## src/core/vpg_cfg.svh

```systemverilog
/*
 * Constants of the vertical pattern group control slice: serial frame
 * layout, register address, field positions, codes and reset value.
 * Assumes it is included by its bare name from the core sources.
 */
`ifndef VPG_CFG_SVH
`define VPG_CFG_SVH

// Serial frame: address first, then data, both least significant bit first.
`define VPG_ADDR_W 8
`define VPG_DATA_W 26
`define VPG_CTRL_ADDR 8'h00

// Field positions inside the 26-bit control word.
`define VPG_HOLD_LSB 2
`define VPG_MASK_LSB 6
`define VPG_JOIN_LSB 10
`define VPG_REP_LSB 14
`define VPG_LASTLEN_LSB 16
`define VPG_TOG5_LSB 20
`define VPG_HORIZONTAL_BLANKING_LSB 24
`define VPG_HORIZONTAL_BLANKING_MSB 25

// Codes.
`define VPG_JOIN_ON 4'h1
`define VPG_REP_SINGLE 2'h0
`define VPG_REP_TWO 2'h1
`define VPG_REP_THREE 2'h2
`define VPG_REP_FOUR 2'h3
`define VPG_HORIZONTAL_BLANKING_MODE0 2'h0
`define VPG_HORIZONTAL_BLANKING_MODE1 2'h1
`define VPG_HORIZONTAL_BLANKING_MODE2 2'h2
`define VPG_HORIZONTAL_BLANKING_TEST 2'h3

// Reset value of the stored fields [25:2].
`define VPG_CTRL_RESET 24'h000000

// Sequencer position counter: longest cycle is six steps.
`define VPG_POS_LAST 3'h5

`endif

```

## src/core/vpg_pkg.sv

```systemverilog
/*
 * Types of the vertical pattern group control slice.
 * Assumes vpg_cfg.svh is compiled alongside; the package itself holds no numbers.
 */
package vpg_pkg;

    // Stored control fields, laid out exactly as bits [25:2] of the word.
    typedef struct packed {
        logic [1:0] hblank_select;
        logic [3:0] fifth_toggle_enable;
        logic [3:0] final_repeat_length_enable;
        logic [1:0] alternation_repeat_select;
        logic [3:0] group_join_select;
        logic [3:0] freeze_resume_mask_enable;
        logic [3:0] hold_enable;
    } vpg_ctrl_t;

    // Serial control port frame states.
    typedef enum logic [0:0] {
        VPG_SP_IDLE,
        VPG_SP_SHIFT
    } vpg_sp_state_t;

endpackage

```

## src/core/vpg_alt_seq.sv

```systemverilog
/*
 * Alternation sequencer of one vertical pattern group: gives the pattern
 * index to use for the next repetition, following the repeat mode.
 * Assumes step and restart are one-cycle pulses from the pattern sequencer.
 */
`timescale 1ns/1ps
`default_nettype none
`include "vpg_cfg.svh"

module vpg_alt_seq #(
    parameter bit IS_GROUP_A = 1'b0
) (
    // Clock and reset
    input wire logic mclk,
    input wire logic rst_n,
    // Control
    input wire logic [1:0] repeat_select,
    input wire logic restart,
    input wire logic step,
    // Result
    output logic [1:0] pattern_index_r
);

    logic [2:0] pos_r;
    logic [2:0] pos_nxt;

    function automatic logic [2:0] last_pos(input logic [1:0] mode, input bit grp_a);
        case (mode)
            `VPG_REP_SINGLE: last_pos = 3'h0;
            `VPG_REP_TWO: last_pos = 3'h1;
            `VPG_REP_THREE: last_pos = grp_a ? 3'h2 : `VPG_POS_LAST;
            default: last_pos = grp_a ? 3'h3 : 3'h1;
        endcase
    endfunction

    function automatic logic [1:0] index_of(input logic [1:0] mode, input bit grp_a,
                                            input logic [2:0] pos);
        case (mode)
            `VPG_REP_SINGLE: index_of = 2'h0;
            `VPG_REP_TWO: index_of = {1'b0, pos[0]};
            // Groups B to D walk 0,1,1,0,1,1: zero only at positions 0 and 3.
            `VPG_REP_THREE: index_of = grp_a ? pos[1:0] :
                                {1'b0, (pos != 3'h0) && (pos != 3'h3)};
            default: index_of = grp_a ? pos[1:0] : {1'b0, pos[0]};
        endcase
    endfunction

    always_comb begin
        if (restart) begin
            pos_nxt = 3'h0;
        end else if (step) begin
            // A mode change mid-cycle may leave pos past the new end; wrap then.
            pos_nxt = (pos_r >= last_pos(repeat_select, IS_GROUP_A)) ? 3'h0 : pos_r + 3'h1;
        end else begin
            pos_nxt = pos_r;
        end
    end

    always_ff @(posedge mclk or negedge rst_n) begin
        if (!rst_n) begin
            pos_r <= 3'h0;
        end else begin
            pos_r <= pos_nxt;
        end
    end

    always_ff @(posedge mclk or negedge rst_n) begin
        if (!rst_n) begin
            pattern_index_r <= 2'h0;
        end else begin
            pattern_index_r <= index_of(repeat_select, IS_GROUP_A, pos_nxt);
        end
    end

endmodule

`default_nettype wire

```

## src/core/vpg_ctrl.sv

```systemverilog
/*
 * Vertical pattern group control register, written over the 3-wire serial
 * control port, with the per-group alternation sequencers it steers.
 * Assumes the serial pins are already synchronous to mclk and that each
 * serial clock high and low phase lasts at least one mclk period.
 */
`timescale 1ns/1ps
`default_nettype none
`include "vpg_cfg.svh"

module vpg_ctrl
    import vpg_pkg::*;
#(
    parameter int ADDR_W = `VPG_ADDR_W,
    parameter int DATA_W = `VPG_DATA_W
) (
    // Clock and reset
    input wire logic mclk,
    input wire logic rst_n,
    // Serial control port
    input wire logic scp_load_n,
    input wire logic scp_clk,
    input wire logic scp_data,
    // Pattern sequencer events: one restart for all groups, one step bit per group, bit 0 is group A
    input wire logic field_restart,
    input wire logic [3:0] repeat_step,
    // Control outputs
    output vpg_ctrl_t ctrl_r,
    output logic group_join_active_r,
    output logic hblank_test_code_r,
    output logic [3:0][1:0] pattern_index_r
);

    localparam int FRAME_W = ADDR_W + DATA_W;
    localparam int CNT_W = $clog2(FRAME_W + 2);

    // The field layout is fixed by vpg_ctrl_t, so only the address width may vary.
    if (DATA_W != `VPG_DATA_W || ADDR_W < 1 || ADDR_W > 16) begin : gen_width_check
        $error("vpg_ctrl: unsupported serial frame widths");
    end

    vpg_sp_state_t sp_state_r;
    logic scp_clk_d_r;
    logic [FRAME_W-1:0] shift_r;
    logic [CNT_W-1:0] bit_cnt_r;
    logic sclk_rise;
    logic frame_end;
    logic commit;
    vpg_ctrl_t word_nxt;

    assign sclk_rise = scp_clk && !scp_clk_d_r;
    assign frame_end = (sp_state_r == VPG_SP_SHIFT) && scp_load_n;
    // A frame of the wrong length or for another register is dropped whole.
    assign commit = frame_end && (bit_cnt_r == CNT_W'(FRAME_W))
                    && (shift_r[ADDR_W-1:0] == ADDR_W'(`VPG_CTRL_ADDR));
    assign word_nxt = vpg_ctrl_t'(shift_r[FRAME_W-1 -: DATA_W-`VPG_HOLD_LSB]);

    always_ff @(posedge mclk or negedge rst_n) begin
        if (!rst_n) begin
            scp_clk_d_r <= 1'b0;
        end else begin
            scp_clk_d_r <= scp_clk;
        end
    end

    always_ff @(posedge mclk or negedge rst_n) begin
        if (!rst_n) begin
            sp_state_r <= VPG_SP_IDLE;
        end else begin
            case (sp_state_r)
                VPG_SP_IDLE: begin
                    if (!scp_load_n) begin
                        sp_state_r <= VPG_SP_SHIFT;
                    end
                end
                VPG_SP_SHIFT: begin
                    if (scp_load_n) begin
                        sp_state_r <= VPG_SP_IDLE;
                    end
                end
                default: begin
                    sp_state_r <= VPG_SP_IDLE;
                end
            endcase
        end
    end

    // Bits arrive least significant first, so each one enters at the top.
    always_ff @(posedge mclk or negedge rst_n) begin
        if (!rst_n) begin
            shift_r <= '0;
            bit_cnt_r <= '0;
        end else if (sp_state_r == VPG_SP_IDLE) begin
            bit_cnt_r <= '0;
        end else if (!scp_load_n && sclk_rise) begin
            shift_r <= {scp_data, shift_r[FRAME_W-1:1]};
            // Saturate one past a full frame so overlong frames stay refused.
            if (bit_cnt_r != CNT_W'(FRAME_W + 1)) begin
                bit_cnt_r <= bit_cnt_r + 1'b1;
            end
        end
    end

    // Field order in vpg_ctrl_t puts group A on bit 0 of every group field.
    always_ff @(posedge mclk or negedge rst_n) begin
        if (!rst_n) begin
            ctrl_r <= vpg_ctrl_t'(`VPG_CTRL_RESET);
        end else if (commit) begin
            ctrl_r <= word_nxt;
        end
    end

    always_ff @(posedge mclk or negedge rst_n) begin
        if (!rst_n) begin
            group_join_active_r <= 1'b0;
        end else if (commit) begin
            group_join_active_r <= (word_nxt.group_join_select == `VPG_JOIN_ON);
        end
    end

    // The test code is stored as written; the flag lets the blanking logic
    // fall back to mode 0 instead of entering an untested mode.
    always_ff @(posedge mclk or negedge rst_n) begin
        if (!rst_n) begin
            hblank_test_code_r <= 1'b0;
        end else if (commit) begin
            hblank_test_code_r <= (word_nxt.hblank_select == `VPG_HORIZONTAL_BLANKING_TEST);
        end
    end

    genvar g;
    generate
        for (g = 0; g < 4; g++) begin : gen_seq
            vpg_alt_seq #(
                .IS_GROUP_A(g == 0)
            ) u_seq (
                .mclk(mclk),
                .rst_n(rst_n),
                .repeat_select(ctrl_r.alternation_repeat_select),
                .restart(field_restart),
                .step(repeat_step[g]),
                .pattern_index_r(pattern_index_r[g])
            );
        end
    endgenerate

endmodule

`default_nettype wire

```

## config.mk

```make
export PLATFORM = sky130hd
export DESIGN_NAME = vpg_ctrl
export DESIGN_NICKNAME = d
export VERILOG_FILES = /design/src/core/vpg_pkg.sv /design/src/core/vpg_alt_seq.sv /design/src/core/vpg_ctrl.sv
export VERILOG_INCLUDE_DIRS = /design/src /design/src/core
export SDC_FILE = /design/constraint.sdc
export NUM_CORES = 1
export LEC_CHECK = 0
export BUFFER_PORTS_ARGS = -buffer_cell sky130_fd_sc_hd__buf_2
export CAP_MARGIN = 20
export CORE_ASPECT_RATIO = 1.2
export CORE_MARGIN = 3
export CORE_UTILIZATION = 35
export DETAILED_ROUTE_END_ITERATION = 10
export GPL_ROUTABILITY_DRIVEN = 0
export HOLD_SLACK_MARGIN = 0.1
export PLACE_DENSITY_LB_ADDON = 0.12
export SLEW_MARGIN = 25
export SYNTH_ARGS = -nofsm -noshare
export SYNTH_HDL_FRONTEND = slang
export SYNTH_SLANG_ARGS = --single-unit
```

## constraint.sdc

```tcl
create_clock -name mclk -period 2.8 [get_ports mclk]
set_input_delay 0.56 -clock mclk [delete_from_list [all_inputs] [get_ports mclk]]
set_output_delay 0.56 -clock mclk [all_outputs]
set_load 0.01 [all_outputs]
```

=== After elaboration in Yosys (flattened, before gate mapping) ===
Index checks and enable logic that the tools add are counted.

* Magnitude comparators: 4
* Reductions and logical operators: 18
* Add/sub/neg operators: 5
* $mul: 0
* Eq/ne operators: 11
* Shifts and indexed selects: 0
* Divide/modulo/power cells: 0
* Mux-type cells: 30
* Bitwise logic cells: 0

{| class="wikitable"
|+ Operators by type and width
! kind !! number
|-
| 2-to-1 mux 3 bit || 20
|-
| 2-to-1 mux 6 bit || 3
|-
| adder 3 x 1 -> 3 bit, second input constant || 4
|-
| >= comparator 3 bit || 4
|-
| != test 3 x 2 -> 1 bit, second input constant || 3
|-
| nonzero test 3 bit || 3
|-
| logical AND 1 bit || 8
|-
| logical NOT 8 bit || 1
|-
| adder 6 x 1 -> 6 bit, second input constant || 1
|-
| equality test 6 bit, second input constant || 1
|-
| != test 6 bit, second input constant || 1
|-
| case mux 1 bit (2 select lines) || 3
|-
| case mux 2 bit (3 select lines) || 1
|-
| case mux 3 bit (2 select lines) || 1
|-
| equality test 2 bit, second input constant || 2
|-
| equality test 4 x 1 -> 1 bit, second input constant || 1
|-
| != test 2 x 1 -> 1 bit, second input constant || 2
|-
| case mux 2 bit (2 select lines) || 1
|-
| AND reduction 2 bit || 2
|-
| equality test 2 x 1 -> 1 bit, second input constant || 1
|-
| logical NOT 1 bit || 2
|-
| logical NOT 2 bit || 1
|-
| nonzero test 2 bit || 1
|-
| 2-to-1 mux 1 bit || 1
|}

* Bits in registers: 85
* Bits in latches: 0
* Memories: 0
* Word-level logic and storage cells: 90
* ROM bits: 0
* Bits of input ports: 10
* RAM bits: 0

=== Depth between registers and ports, before layout ===
Gate-level depths: netlist (run 1).

* Depth after elaboration: 11
* Depth in mapped cells: 7
* Mapped depth without buffers: 6

=== Hierarchy ===
From an unflattened synthesis (run 1), not the netlist that was laid out.

* Cells, all modules: 295
* Area total of the unflattened synthesis: 3,886.2 sq um

{| class="wikitable"
|+ Modules (own cells, without submodules)
! module !! times used !! area an instance (sq um) !! cells each
|-
| vpg_ctrl || 1 || 2,698.8 || 172
|-
| vpg_alt_seq at gen_seq[1].u_seq ... || 3 || 292.8 || 32
|-
| vpg_alt_seq at gen_seq[0].u_seq || 1 || 309.0 || 27
|}

=== Least setup slack after synthesis (run 1) ===
Ideal clock, no wire load.

* Path kind: flip-flop to flip-flop
* Start point: register ctrl_r[12] in the netlist's numbering
* End point: register gen_seq[2].u_seq.pos_r[1]
* Arrival: 1.856 ns
* Clock period less this slack: 1.933 ns
* Slack: 0.867 ns
* Stages on the path, launching flop included: 7
* Buffers on the path: 0
* Path through: dfrtp_1 -> or2_2 -> ha_1 -> or3b_2 -> a21oi_1 -> o21bai_1 -> a21oi_1

* Cells in the longest elaborated chain, start to end: 8
* Elaborated cells on any way between the ends: 9

{| class="wikitable"
|+ Ends and longest elaborated chain
! item !! RTL line !! text
|-
| from (decl) || vpg_ctrl.sv:28 || <nowiki>output vpg_ctrl_t ctrl_r,</nowiki>
|-
| from (signal assigned) || vpg_ctrl.sv:107 || <nowiki>ctrl_r <= vpg_ctrl_t'(`VPG_CTRL_RESET);</nowiki>
|-
| from (signal assigned) || vpg_ctrl.sv:109 || <nowiki>ctrl_r <= word_nxt;</nowiki>
|-
| equality test 2 bit / logical NOT 2 bit (equally long branches) || vpg_alt_seq.sv:28 || <nowiki>case (mode)</nowiki>
|-
| case mux 3 bit (2 select lines) (*) || vpg_alt_seq.sv:28 ||
|-
| 2-to-1 mux 3 bit (*) || vpg_alt_seq.sv:51 || <nowiki>end else if (step) begin</nowiki>
|-
| 2-to-1 mux 3 bit (*) || vpg_alt_seq.sv:49 || <nowiki>if (restart) begin</nowiki>
|-
| >= comparator 3 bit (*) || vpg_alt_seq.sv:53 || <nowiki>pos_nxt = (pos_r >= last_pos(repeat_select, IS_GROUP_A)) ? 3'h0 : pos_r + 3'h1;</nowiki>
|-
| 2-to-1 mux 3 bit (*) || vpg_alt_seq.sv:53 ||
|-
| 2-to-1 mux 3 bit (*) || vpg_alt_seq.sv:51 ||
|-
| 2-to-1 mux 3 bit (*) || vpg_alt_seq.sv:49 ||
|-
| via gen_seq[2].u_seq.pos_nxt[1] || vpg_alt_seq.sv:25 || <nowiki>logic [2:0] pos_nxt;</nowiki>
|-
| to (signal assigned) || vpg_alt_seq.sv:63 || <nowiki>pos_r <= pos_nxt;</nowiki>
|-
| to (decl) || vpg_alt_seq.sv:24 || <nowiki>logic [2:0] pos_r;</nowiki>
|}

Mark *: on every way through the listed nets, which the timed path passes. The rest lies on a longest branch. The select of a mux whose other input is x is not followed.
A chain may end at the register's enable or synchronous reset.

=== Worst setup path after layout (run 1) ===
* Start point: register ctrl_r[13] in the netlist's numbering
* End point: register gen_seq[2].u_seq.pos_r[1]

Same word-level chain as after synthesis.

==> results.txt, run 1 <==
----------------------------------------------------
[Run status]
  Result of the run ... complete, no violations

[Placed design]
  Pre-CTS setup slack ... 0.715 ns
  Final HPWL DP ... ~4500 um
  Port Buffer Count ... 40

[STA]
  Worst-case clock skew ... 0.00821 ns
  Final Hold Fails ... 0
  TNS Setup ... 0 ns
  RSZ-0062 raised after global routing ... false
  Shortest period the worst path allows ... 2.06 ns
  Final slew viol count ... 0
  Number of setup violations in the final report ... 0
  Post-route worst setup slack ... 0.742 ns
  Highest Clock Rate ... 486 MHz
  Share of the clock period used by the worst path after layout ... 73.5%

[Drt]
  Number of optimization iterations in the first detailed-route pass ... 4
  Total number of vias ... 2208
  Number of DRC markers in iteration 0 ... 88
  Total wire length after detailed routing ... 6690 um
  Number of vias per cell after detailed routing ... 4.80
  Final ANT Viol Nets ... 0
  Detailed-route wire length per cell ... 14.5 um
  DRC violations left ... 0

[Global route]
  Global route total overflow ... 0
  Pin count of the biggest net entering global routing ... 51
  Vias in the first global route ... 2332
  Number of antenna violations at the first check in global routing ... 0
  Combined global-route utilization of all metal layers ... 12.4%
  First-pass GRT wire length ... ~11000 um

[Power]
  Sequential share of power ... 51.2%
  Clock Power Share ... between 40% and 50%
  Static leakage power ... ~2.3 nW
  Net switching power ... 0.557 mW
  Pwr per Cell Area ... 568 mW/mm^2
  Worst voltage drop across the vdd grid ... 0.000316 V
  Cell-internal power ... 1.96 mW
  Combinational group share of total power ... 4.7%
  Switching Fraction ... 22.1%

[Critical path]
  Worst-path cell with the longest stage delay ... dfrtp_1
  Crit-path max FO ... 6
  Buffers & Inverters on Critical Path ... 0
  Sort of element at the end of the critical path ... register
  CP dominant cell by count ... a21oi_1
  Flop-to-flop setup slack ... 0.74 ns
  Delay of the slowest cell on the worst path ... 0.44 ns
  R2R depth ... 6
  Cell type group with the largest total delay on the critical path ... simple AND/OR/NAND/NOR gates
  CP Data Arrival Time ... 2.32 ns
  FF-to-FF Start ... ctrl_r[13]
  Crit start category ... register
  Series of cell instances along the critical path ... or2_2, ha_1, or3b_2, a21oi_1, o21bai_1, a21oi_1
  Kind of critical path ... register to register
  Reg2Reg Capture Point ... gen_seq[2].u_seq.pos_r[1]
  Required time worst endpoint ... ~3.1 ns

[Clock network]
  CTS tree ... built
  Post-CTS Repair Setup Buffers ... 0
  Number of gates resized after cts ... 0
  CTS HTree Levels ... 3
  Clock Sinks ... 85
  Bufs on Longest Clock Path ... 2
  Clock transition at path regs ... approximately 0.060 ns
  Insertion delay to the later sink of the worst-skew pair ... 0.34 ns
  Post-CTS Hold Buffers ... 0
  Total clock buffers created by CTS ... 9
  Clk root buf ... clkbuf_16

[Synthesis]
  Area leader, netlist ... dfrtp_1
  Post-synthesis instance total ... 281
  Yosys warning total ... 0
  Cells taking the most area after synthesis ... dfrtp_1 56%, mux2_2 12%, mux2_4 6.3%
  Dominant synthesized flop cell ... dfrtp_1
  Count of flip-flops with a built-in enable after synthesis ... 0
  Area of the mapped netlist ... 0.00382 sq mm
  Avg Inst Size Synth ... 13.6 sq um
  Yosys top cell area share ... 55.6%
  Post-synthesis register bit count ... 85
  Fraction of the yosys area taken by sequential cells ... 55.6%
  Number of different library cells in the post-synthesis netlist ... 47
  Async set-reset flop share out of synthesis ... 100%

[Cells and area]
  Total Nets Final ... 350
  Area taken by multi-input logic gates ... 0.00159 sq mm
  Fillers ... 1005
  FF+latch area ... ~0.0021 sq mm
  Diodes inserted ... 0
  Fraction of layout instances using a drive strength above 1 ... 38.4%
  Layout area overhead ... 16.1%

[Floorplanning]
  Starting utilization of the core area ... 36.2%
  Std-Cell Core Area ... 0.0106 sq mm
  Std-Cell Rows ... between 40 and 50
  Horizontal extent of the die ... 101 um
  Y dimension of the die ... 120 um
  Number of primary I/O pins ... 44
  Die outline area ... 0.0122 sq mm

[Hold path]
  Worst min-delay path class ... input pin to async pin

[Run]
  Max-Cap Viols ... 0

----------------------------------------------------
kinds of logic after synthesis:
group	Yosys count	share of synthesized area, %
flops	85	55.6
simple gates	63	10.4
mux	61	19.4
compound gates	26	4.68
buf+inv	21	2.91
fa+ha+maj	14	4.58
xor+xnor	10	2.29
other cells	1	0.0981
placed cells by master (no fill, tap or decap), types with 7 or more instances in the layout:
cell type	Yosys	layout
a21oi_1	7	7
nor2_1	14	14
ha_1	14	14
mux2_2	42	42
clkbuf_16	0	9
buf_2	5	39
inv_1	9	9
dfrtp_1	85	85
mux2_4	16	16
nand2_1	12	12
xnor2_1	7	7
area by class of cell:
class / count / share of cell area (%)
sequential: 85 / 47.9
multi-input combinational: 177 / 35.9
clock buffer: 13 / 5.86
timing repair buffer: 44 / 5.52
tap: 129 / 3.63
inverter: 9 / 0.761
clock inverter: 3 / 0.451
layer usage:
metal  routed length, um  up-vias  GRT usage (%)
li1                    -     1077              -
met1                3180     1084           16.0
met2                3020       35           18.5
met3                 354       12           4.56
met4                 140        0           5.49
met5                   0        -              0
worst reg2reg max path, stage by stage (launching register included):
cell and delay [ns]:
dfrtp_1 0.44, or2_2 0.36, ha_1 0.28, or3b_2 0.43, a21oi_1 0.20, o21bai_1 0.14
a21oi_1 0.13
Yosys cell counts (2+ instances only):
master    instances
mux2_4           16
nor2b_1           2
or2_2             4
buf_4             3
o221ai_1          3
nand3b_1          2
inv_1             9
buf_2             5
xor2_1            3
a21oi_1           7
dfrtp_1          85
xnor2_1           7
o211a_1           2
and2_1            6
clkbuf_1          2
o21ai_0           4
buf_6             2
nor2_1           14
mux2_2           42
nor4b_1           2
nand4_1           2
nor3_1            2
o211ai_1          3
ha_1             14
nand2b_1          5
mux2i_1           3
nand2_1          12
metrics by stage:
| stage | area (sq um) | std cells | hold WS, ns | util (%) | power, mW |
|---|---|---|---|---|---|
| after floorplan | 3830 | 283 | 0.264 | - | 1.38 |
| after global placement | 4160 | 444 | 0.462 | 39.4 | 1.43 |
| after detailed placement | 4160 | 444 | 0.471 | 39.4 | 1.44 |
| after CTS | 4440 | 460 | 0.207 | 42.0 | 2.57 |
| after global routing | 4440 | 460 | 0.215 | 42.0 | 2.65 |
| final | 4440 | 460 | 0.195 | 42.0 | 2.52 |
sequential cells by signal, summed over array words and instances, names as in the netlist:
signal,flops
bit_cnt_r,6
ctrl_r,24
gen_seq.u_seq.pattern_index_r,5
gen_seq.u_seq.pos_r,12
group_join_active_r,1
hblank_test_code_r,1
scp_clk_d_r,1
shift_r,34
sp_state_r,1
worst max-delay path by stage:
stage	startpoint	to	cells past startpoint
after CTS	ctrl_r[13]	gen_seq[2].u_seq.pos_r[0]	6
final	ctrl_r[13]	gen_seq[2].u_seq.pos_r[1]	6
after global routing	ctrl_r[13]	gen_seq[2].u_seq.pos_r[1]	6
after floorplan	ctrl_r[12]	gen_seq[2].u_seq.pos_r[1]	6
after detailed placement	scp_load_n	shift_r[29]	5
after global placement	scp_load_n	shift_r[31]	5
power groups by stage:
| stage | Sequential (mW) | Combinational, mW | Clock [mW] |
|---|---|---|---|
| 2_1_floorplan | 1.30 | 0.0774 | 0 |
| 3_3_place_gp | 1.31 | 0.121 | 0 |
| 3_5_place_dp | 1.31 | 0.123 | 0 |
| 4_1_cts | 1.29 | 0.123 | 1.16 |
| 5_1_grt | 1.30 | 0.137 | 1.21 |
| 6_report | 1.29 | 0.119 | 1.11 |
Note: power is estimated with default switching activity, not from simulation.
==> run 2, diff against run 1 <==
==> constraint.sdc (replaced) <==
create_clock -name mclk -period 2 [get_ports mclk]
set_input_delay 0.4 -clock mclk [delete_from_list [all_inputs] [get_ports mclk]]
set_output_delay 0.4 -clock mclk [all_outputs]
set_load 0.01 [all_outputs]
==> results.txt, run 2 (synthesized netlist as in run 1, its figures left out) <==
----------------------------------------------------
[Floorplanning]
  Die outline area ... 0.0122 sq mm (unchanged)
  Starting utilization of the core area ... 36.2% (unchanged)
  Number of primary I/O pins ... 44 (unchanged)
  Horizontal extent of the die ... 101 um (unchanged)
  Std-Cell Rows ... 41 (unchanged)
  Y dimension of the die ... 120 um (unchanged)
  Std-Cell Core Area ... 0.0106 sq mm (unchanged)

[Global route]
  Number of antenna violations at the first check in global routing ... 0 (unchanged)
  First-pass GRT wire length ... 12000 um (+4.9%)
  Combined global-route utilization of all metal layers ... 12.5% (+0.16 points)
  Vias in the first global route ... 2370 (+1.6%)
  Pin count of the biggest net entering global routing ... 35 (-31%)
  Global route total overflow ... 0 (unchanged)

[Cells and area]
  Fin util ... 42.7% (+0.65 points)
  Most flops, register ... shift_r
  Commonest cells after routing, fill and taps aside ... 85 x dfrtp_1, 42 x mux2_2, 39 x buf_2
  Fraction of layout instances using a drive strength above 1 ... 40.0% (+1.6 points)
  Final non-filler cell area ... 0.00451 sq mm (+1.5%)
  Count of non-filler cells in the finished layout ... 464 (+0.87%)
  Layout area overhead ... 17.9%
  Regs by FF count ... shift_r (34), ctrl_r (24), gen_seq.u_seq.pos_r (12)
  Total Nets Final ... 356 (+1.7%)
  Diodes inserted ... 0 (unchanged)
  Most common library cell in the layout ignoring fill and taps ... dfrtp_1
  Max FFs per register ... 34 (unchanged)
  Fillers ... 1009 (+0.40%)

[Clock network]
  Total clock buffers created by CTS ... 9 (unchanged)
  Clock Sinks ... 85 (unchanged)
  Clock transition at path regs ... 0.06 ns (about the same)
  Clk root buf ... clkbuf_16
  Post-CTS Repair Setup Buffers ... 0 (unchanged)
  Insertion delay to the later sink of the worst-skew pair ... 0.33 ns (about the same)
  Bufs on Longest Clock Path ... 2 (unchanged)
  CTS tree ... built
  CTS HTree Levels ... 3 (unchanged)

[STA]
  Post-Route Hold Slack ... 0.192 ns (-0.00297 ns)
  Post-route worst setup slack ... 0.171 ns (-0.571 ns)
  Shortest period the worst path allows ... 1.83 ns (-0.229 ns)
  Final Hold Fails ... 0 (unchanged)
  Share of the clock period used by the worst path after layout ... 91.4% (+18 points)
  Worst-case clock skew ... 0.00756 ns (-0.000648 ns)
  Highest Clock Rate ... 547 MHz (+13%)
  Final slew viol count ... 0 (unchanged)
  TNS Setup ... 0 ns (unchanged)
  RSZ-0062 raised after global routing ... false
  Number of setup violations in the final report ... 0 (unchanged)

[Placed design]
  Port Buffer Count ... 40 (unchanged)
  Pre-CTS setup slack ... 0.0527 ns (-0.663 ns)
  Post-place instance area ... 0.00421 sq mm (+1.2%)
  Placed Cells ... 449 (+1.1%)
  Final HPWL DP ... 4810 um (+5.9%)

[Critical path]
  Delay of the slowest cell on the worst path ... 0.37 ns (-0.07 ns)
  Kind of critical path ... register to register
  Crit-path max FO ... 8 (+2)
  CP Data Arrival Time ... 2.09 ns (-0.23 ns)
  R2R depth ... 7 (+1)
  Sort of element at the end of the critical path ... register
  FF-to-FF Start ... ctrl_r[12]
  Buffers & Inverters on Critical Path ... 1 (+1)
  CP dominant cell by count ... nor2_1
  Cell depth of the worst setup path ... 7 (+1)
  Flop-to-flop setup slack ... 0.17 ns (-0.57 ns)
  Required time worst endpoint ... 2.26 ns (-0.80 ns)
  Worst-path cell with the longest stage delay ... dfrtp_1
  Crit start category ... register
  Reg2Reg Capture Point ... gen_seq[1].u_seq.pos_r[2]
  Cell type group with the largest total delay on the critical path ... simple AND/OR/NAND/NOR gates
  Series of cell instances along the critical path ... buf_4, nand2b_1, ha_1, nor4b_1, nor2_1, or2_2, nor2_1

[Drt]
  Number of optimization iterations in the first detailed-route pass ... 4 (unchanged)
  Number of DRC markers in iteration 0 ... 108 (+23%)
  Final ANT Viol Nets ... 0 (unchanged)
  Total number of vias ... 2237 (+1.3%)
  Number of vias per cell after detailed routing ... 4.82 (+0.44%)
  Total wire length after detailed routing ... 6880 um (+2.8%)
  Detailed-route wire length per cell ... 14.8 um (+1.9%)
  DRC violations left ... 0 (unchanged)

[Run]
  Max-Cap Viols ... 0 (unchanged)

[Hold path]
  Worst hold path startpoint ... scp_clk
  Hold path cells ... 1
  Worst min-delay path class ... input pin to register
  Worst hold endpoint ... scp_clk_d_r

[Power]
  Post-layout power ... 3.50 mW (+39%)
  Worst voltage drop across the vdd grid ... 0.000346 V (+9.3%)
  Pwr per Cell Area ... 775 mW/mm^2 (+37%)
  Static leakage power ... 2.33 nW (+1.2%)

[Run status]
  Result of the run ... complete, no violations

----------------------------------------------------
## run 2: power breakdown
part,switching (mW),internal [mW]
Clock,0.617,0.896
Combinational,0.0951,0.0813
Sequential,0.0411,1.77
## run 2: worst reg2reg max path: stages (launching register included)
cell      delay [ns]
dfrtp_1         0.37
buf_4           0.17
nand2b_1        0.20
ha_1            0.22
nor4b_1         0.29
nor2_1          0.10
or2_2           0.31
nor2_1          0.11
## run 2: how the worst max path moves through the flow
stage / start / endpoint / slack (ns)
detailed placement: ctrl_r[13] / gen_seq[2].u_seq.pos_r[1] / 0.05
global route: ctrl_r[12] / gen_seq[1].u_seq.pos_r[2] / 0.05
floorplan: ctrl_r[12] / gen_seq[2].u_seq.pos_r[1] / 0.07
finish: ctrl_r[12] / gen_seq[1].u_seq.pos_r[2] / 0.17
CTS: ctrl_r[13] / gen_seq[2].u_seq.pos_r[1] / 0.04
global placement: ctrl_r[13] / gen_seq[2].u_seq.pos_r[1] / 0.08
## run 2: repair_timing
item,in CTS,in global routing
hold buffers,1,0
endpoints found under the setup margin,0,7
endpoints found under the hold margin,23,0
resized for setup,0,6
## run 2: layout make-up
cell class / count / area [sq um] / share of cell area [%]
sequential: 85 / 2130 / 47.2
inverter: 9 / 33.8 / 0.749
clock inverter: 1 / 7.51 / 0.166
multi-input combinational: 177 / 1610 / 35.8
tap: 129 / 161 / 3.58
timing repair buffer: 50 / 305 / 6.77
clock buffer: 13 / 260 / 5.77
## run 2: metal layers
| metal | vias up | wire length [um] | track usage (%) |
|---|---|---|---|
| met3 | 8 | 333 | 3.40 |
| met1 | 1107 | 3220 | 16.6 |
| li1 | 1083 | - | - |
| met4 | 0 | 130 | 5.24 |
| met5 | - | 0 | 0 |
| met2 | 39 | 3190 | 19.2 |
==> run 3, diff against run 2 <==
--- a/config.mk
+++ b/config.mk
@@ -14,7 +14,7 @@
 export DETAILED_ROUTE_END_ITERATION = 10
 export GPL_ROUTABILITY_DRIVEN = 0
 export HOLD_SLACK_MARGIN = 0.1
-export PLACE_DENSITY_LB_ADDON = 0.12
+export PLACE_DENSITY = 0.49
 export SLEW_MARGIN = 25
 export SYNTH_ARGS = -nofsm -noshare
 export SYNTH_HDL_FRONTEND = slang
==> results.txt, run 3 (synthesized netlist as in run 1, its figures left out) <==
----------------------------------------------------
[Run status]
  Result of the run ... complete, no violations

[Placed design]
  Final HPWL DP ... 4710 um (-2.0%)
  Port Buffer Count ... 40 (unchanged)
  Post-place instance area ... 0.00422 sq mm (+0.30%)
  Placed Cells ... 449 (unchanged)

[STA]
  Worst-case clock skew ... 0.00756 ns (-0.00000786 ns)
  Number of setup violations in the final report ... 0 (unchanged)
  TNS Setup ... 0 ns (unchanged)
  Post-Route Hold Slack ... 0.181 ns (-0.0111 ns)
  Shortest period the worst path allows ... 1.93 ns (+0.106 ns)
  Final Hold Fails ... 0 (unchanged)
  Max transition margin ... 65.4%
  Transition time at the pin with the least slew margin ... between 0.5 and 0.6 ns
  Highest Clock Rate ... 517 MHz (-5.5%)
  Share of the clock period used by the worst path after layout ... 96.7% (+5.3 points)
  Final slew viol count ... 0 (unchanged)

[Floorplanning]
  Die outline area ... 0.0122 sq mm (unchanged)
  Horizontal extent of the die ... 101 um (unchanged)
  Y dimension of the die ... 120 um (unchanged)
  Number of primary I/O pins ... 44 (unchanged)
  Std-Cell Core Area ... 0.0106 sq mm (unchanged)
  Std-Cell Rows ... 41 (unchanged)
  Starting utilization of the core area ... 36.2% (unchanged)

[Cells and area]
  Regs by FF count ... shift_r (34), ctrl_r (24), gen_seq.u_seq.pos_r (12)
  Total Nets Final ... 357 (+0.28%)
  Layout area overhead ... 18.4%
  Most flops, register ... shift_r
  Fraction of layout instances using a drive strength above 1 ... 40.5% (+0.53 points)
  Max FFs per register ... 34 (unchanged)
  Count of non-filler cells in the finished layout ... 467 (+0.65%)
  Most common library cell in the layout ignoring fill and taps ... dfrtp_1
  Fillers ... 1037 (+2.8%)
  Diodes inserted ... 0 (unchanged)
  Commonest cells after routing, fill and taps aside ... 85 x dfrtp_1, 42 x mux2_2, 39 x buf_2
  Final non-filler cell area ... 0.00453 sq mm (+0.39%)

[Critical path]
  R2R depth ... 6 (-1)
  Crit start category ... register
  Flop-to-flop setup slack ... 0.07 ns (-0.11 ns)
  Crit-path max FO ... 4 (-4)
  Worst-path cell with the longest stage delay ... or3b_2
  Required time worst endpoint ... 2.26 ns (about the same)
  Critical Path End ... gen_seq[2].u_seq.pos_r[1]
  FF-to-FF Start ... ctrl_r[13]
  Sort of element at the end of the critical path ... register
  Delay of the slowest cell on the worst path ... 0.45 ns (+0.08 ns)
  Kind of critical path ... register to register
  CP Data Arrival Time ... 2.19 ns (+0.10 ns)
  Series of cell instances along the critical path ... or2_2, ha_1, or3b_2, a21oi_2, o21bai_1, a21oi_1
  Reg2Reg Capture Point ... gen_seq[2].u_seq.pos_r[1]
  Worst setup path startpoint ... ctrl_r[13]

[Power]
  Post-layout power ... 3.51 mW (+0.46%)
  Static leakage power ... 2.34 nW (+0.19%)
  Pwr per Cell Area ... 776 mW/mm^2 (about the same)
  Worst voltage drop across the vdd grid ... 0.000389 V (+12%)

[Drt]
  Detailed-route wire length per cell ... 14.8 um (-0.24%)
  DRC violations left ... 0 (unchanged)
  Number of DRC markers in iteration 0 ... 68 (-37%)
  Number of vias per cell after detailed routing ... 4.86 (+0.73%)
  Total wire length after detailed routing ... 6910 um (+0.41%)
  Total number of vias ... 2268 (+1.4%)
  Number of optimization iterations in the first detailed-route pass ... 4 (unchanged)
  Final ANT Viol Nets ... 0 (unchanged)

[Global route]
  Pin count of the biggest net entering global routing ... 38 (+8.6%)
  Combined global-route utilization of all metal layers ... 12.5% (-0.035 points)
  Vias in the first global route ... 2381 (+0.46%)
  Number of antenna violations at the first check in global routing ... 0 (unchanged)
  Global route total overflow ... 0 (unchanged)
  First-pass GRT wire length ... 11800 um (-1.3%)

[Clock network]
  Clk root buf ... clkbuf_16
  Insertion delay to the later sink of the worst-skew pair ... 0.33 ns (about the same)
  Total clock buffers created by CTS ... 9 (unchanged)
  Clock Sinks ... 85 (unchanged)
  CTS tree ... built
  CTS HTree Levels ... 3 (unchanged)
  Clock transition at path regs ... 0.06 ns (about the same)
  Bufs on Longest Clock Path ... 2 (unchanged)

[Hold path]
  Worst min-delay path class ... input pin to register

[Run]
  Max-Cap Viols ... 0 (unchanged)

----------------------------------------------------
run 3: critical path: cells and delay by family, from the launching register on:
family                   cells  cell delay (ns)
adder cells (fa/ha/maj)      1             0.28
AND/OR/NAND/NOR              2             0.79
AO/OA/AOI/OAI                3             0.42
flip-flops                   1             0.37
run 3: final cells by class:
cell class | count | area, sq um | share of cell area (%)
clock buffers | 9 | 225 | 4.98
clock inverters | 7 | 51.3 | 1.13
inverters | 9 | 33.8 | 0.746
multi-input cells | 177 | 1600 | 35.4
flip-flops and latches | 85 | 2130 | 47.0
well taps | 129 | 161 | 3.57
repair buffers | 51 | 325 | 7.19
run 3: how the worst min path moves through the flow:
stage	from	endpoint	slack [ns]	cells after the start
after floorplan	rst_n	bit_cnt_r[0]	0.10	0
after global placement	rst_n	gen_seq[2].u_seq.pattern_index_r[0]	0.42	1
after detailed placement	rst_n	gen_seq[2].u_seq.pattern_index_r[0]	0.42	1
after CTS	scp_clk	scp_clk_d_r	0.17	1
after global routing	scp_clk	scp_clk_d_r	0.16	1
final	scp_clk	scp_clk_d_r	0.18	1
run 3: per-layer routing:
layer	track usage (%)	part of all wire, %
met1	16.3	47
met2	18.9	47
met5	0	0
met3	3.40	4.5
met4	6.32	1.6
run 3: power by group:
| group | switching, mW | total, mW | internal [mW] |
|---|---|---|---|
| Clock | 0.688 | 1.53 | 0.842 |
| Combinational | 0.0940 | 0.177 | 0.0832 |
| Sequential | 0.0407 | 1.81 | 1.76 |
| Total | 0.822 | 3.51 | 2.69 |
run 3: what timing repair did:
action                                 CTS  global route
buffers inserted                         0             1
endpoints found under the hold margin   33             0
setup endpoints to repair                0             4
gates resized for setup                  0             2
hold buffers                             1             0
run 3: per-stage QoR:
stage / setup WS [ns] / utilization (%)
after CTS: 0.0341 / 42.7
after detailed placement: 0.0496 / 40.0
final: 0.0660 / 42.8
after floorplan: 0.0666 / -
after global placement: 0.0723 / 40.0
after global routing: -0.00867 / 42.8
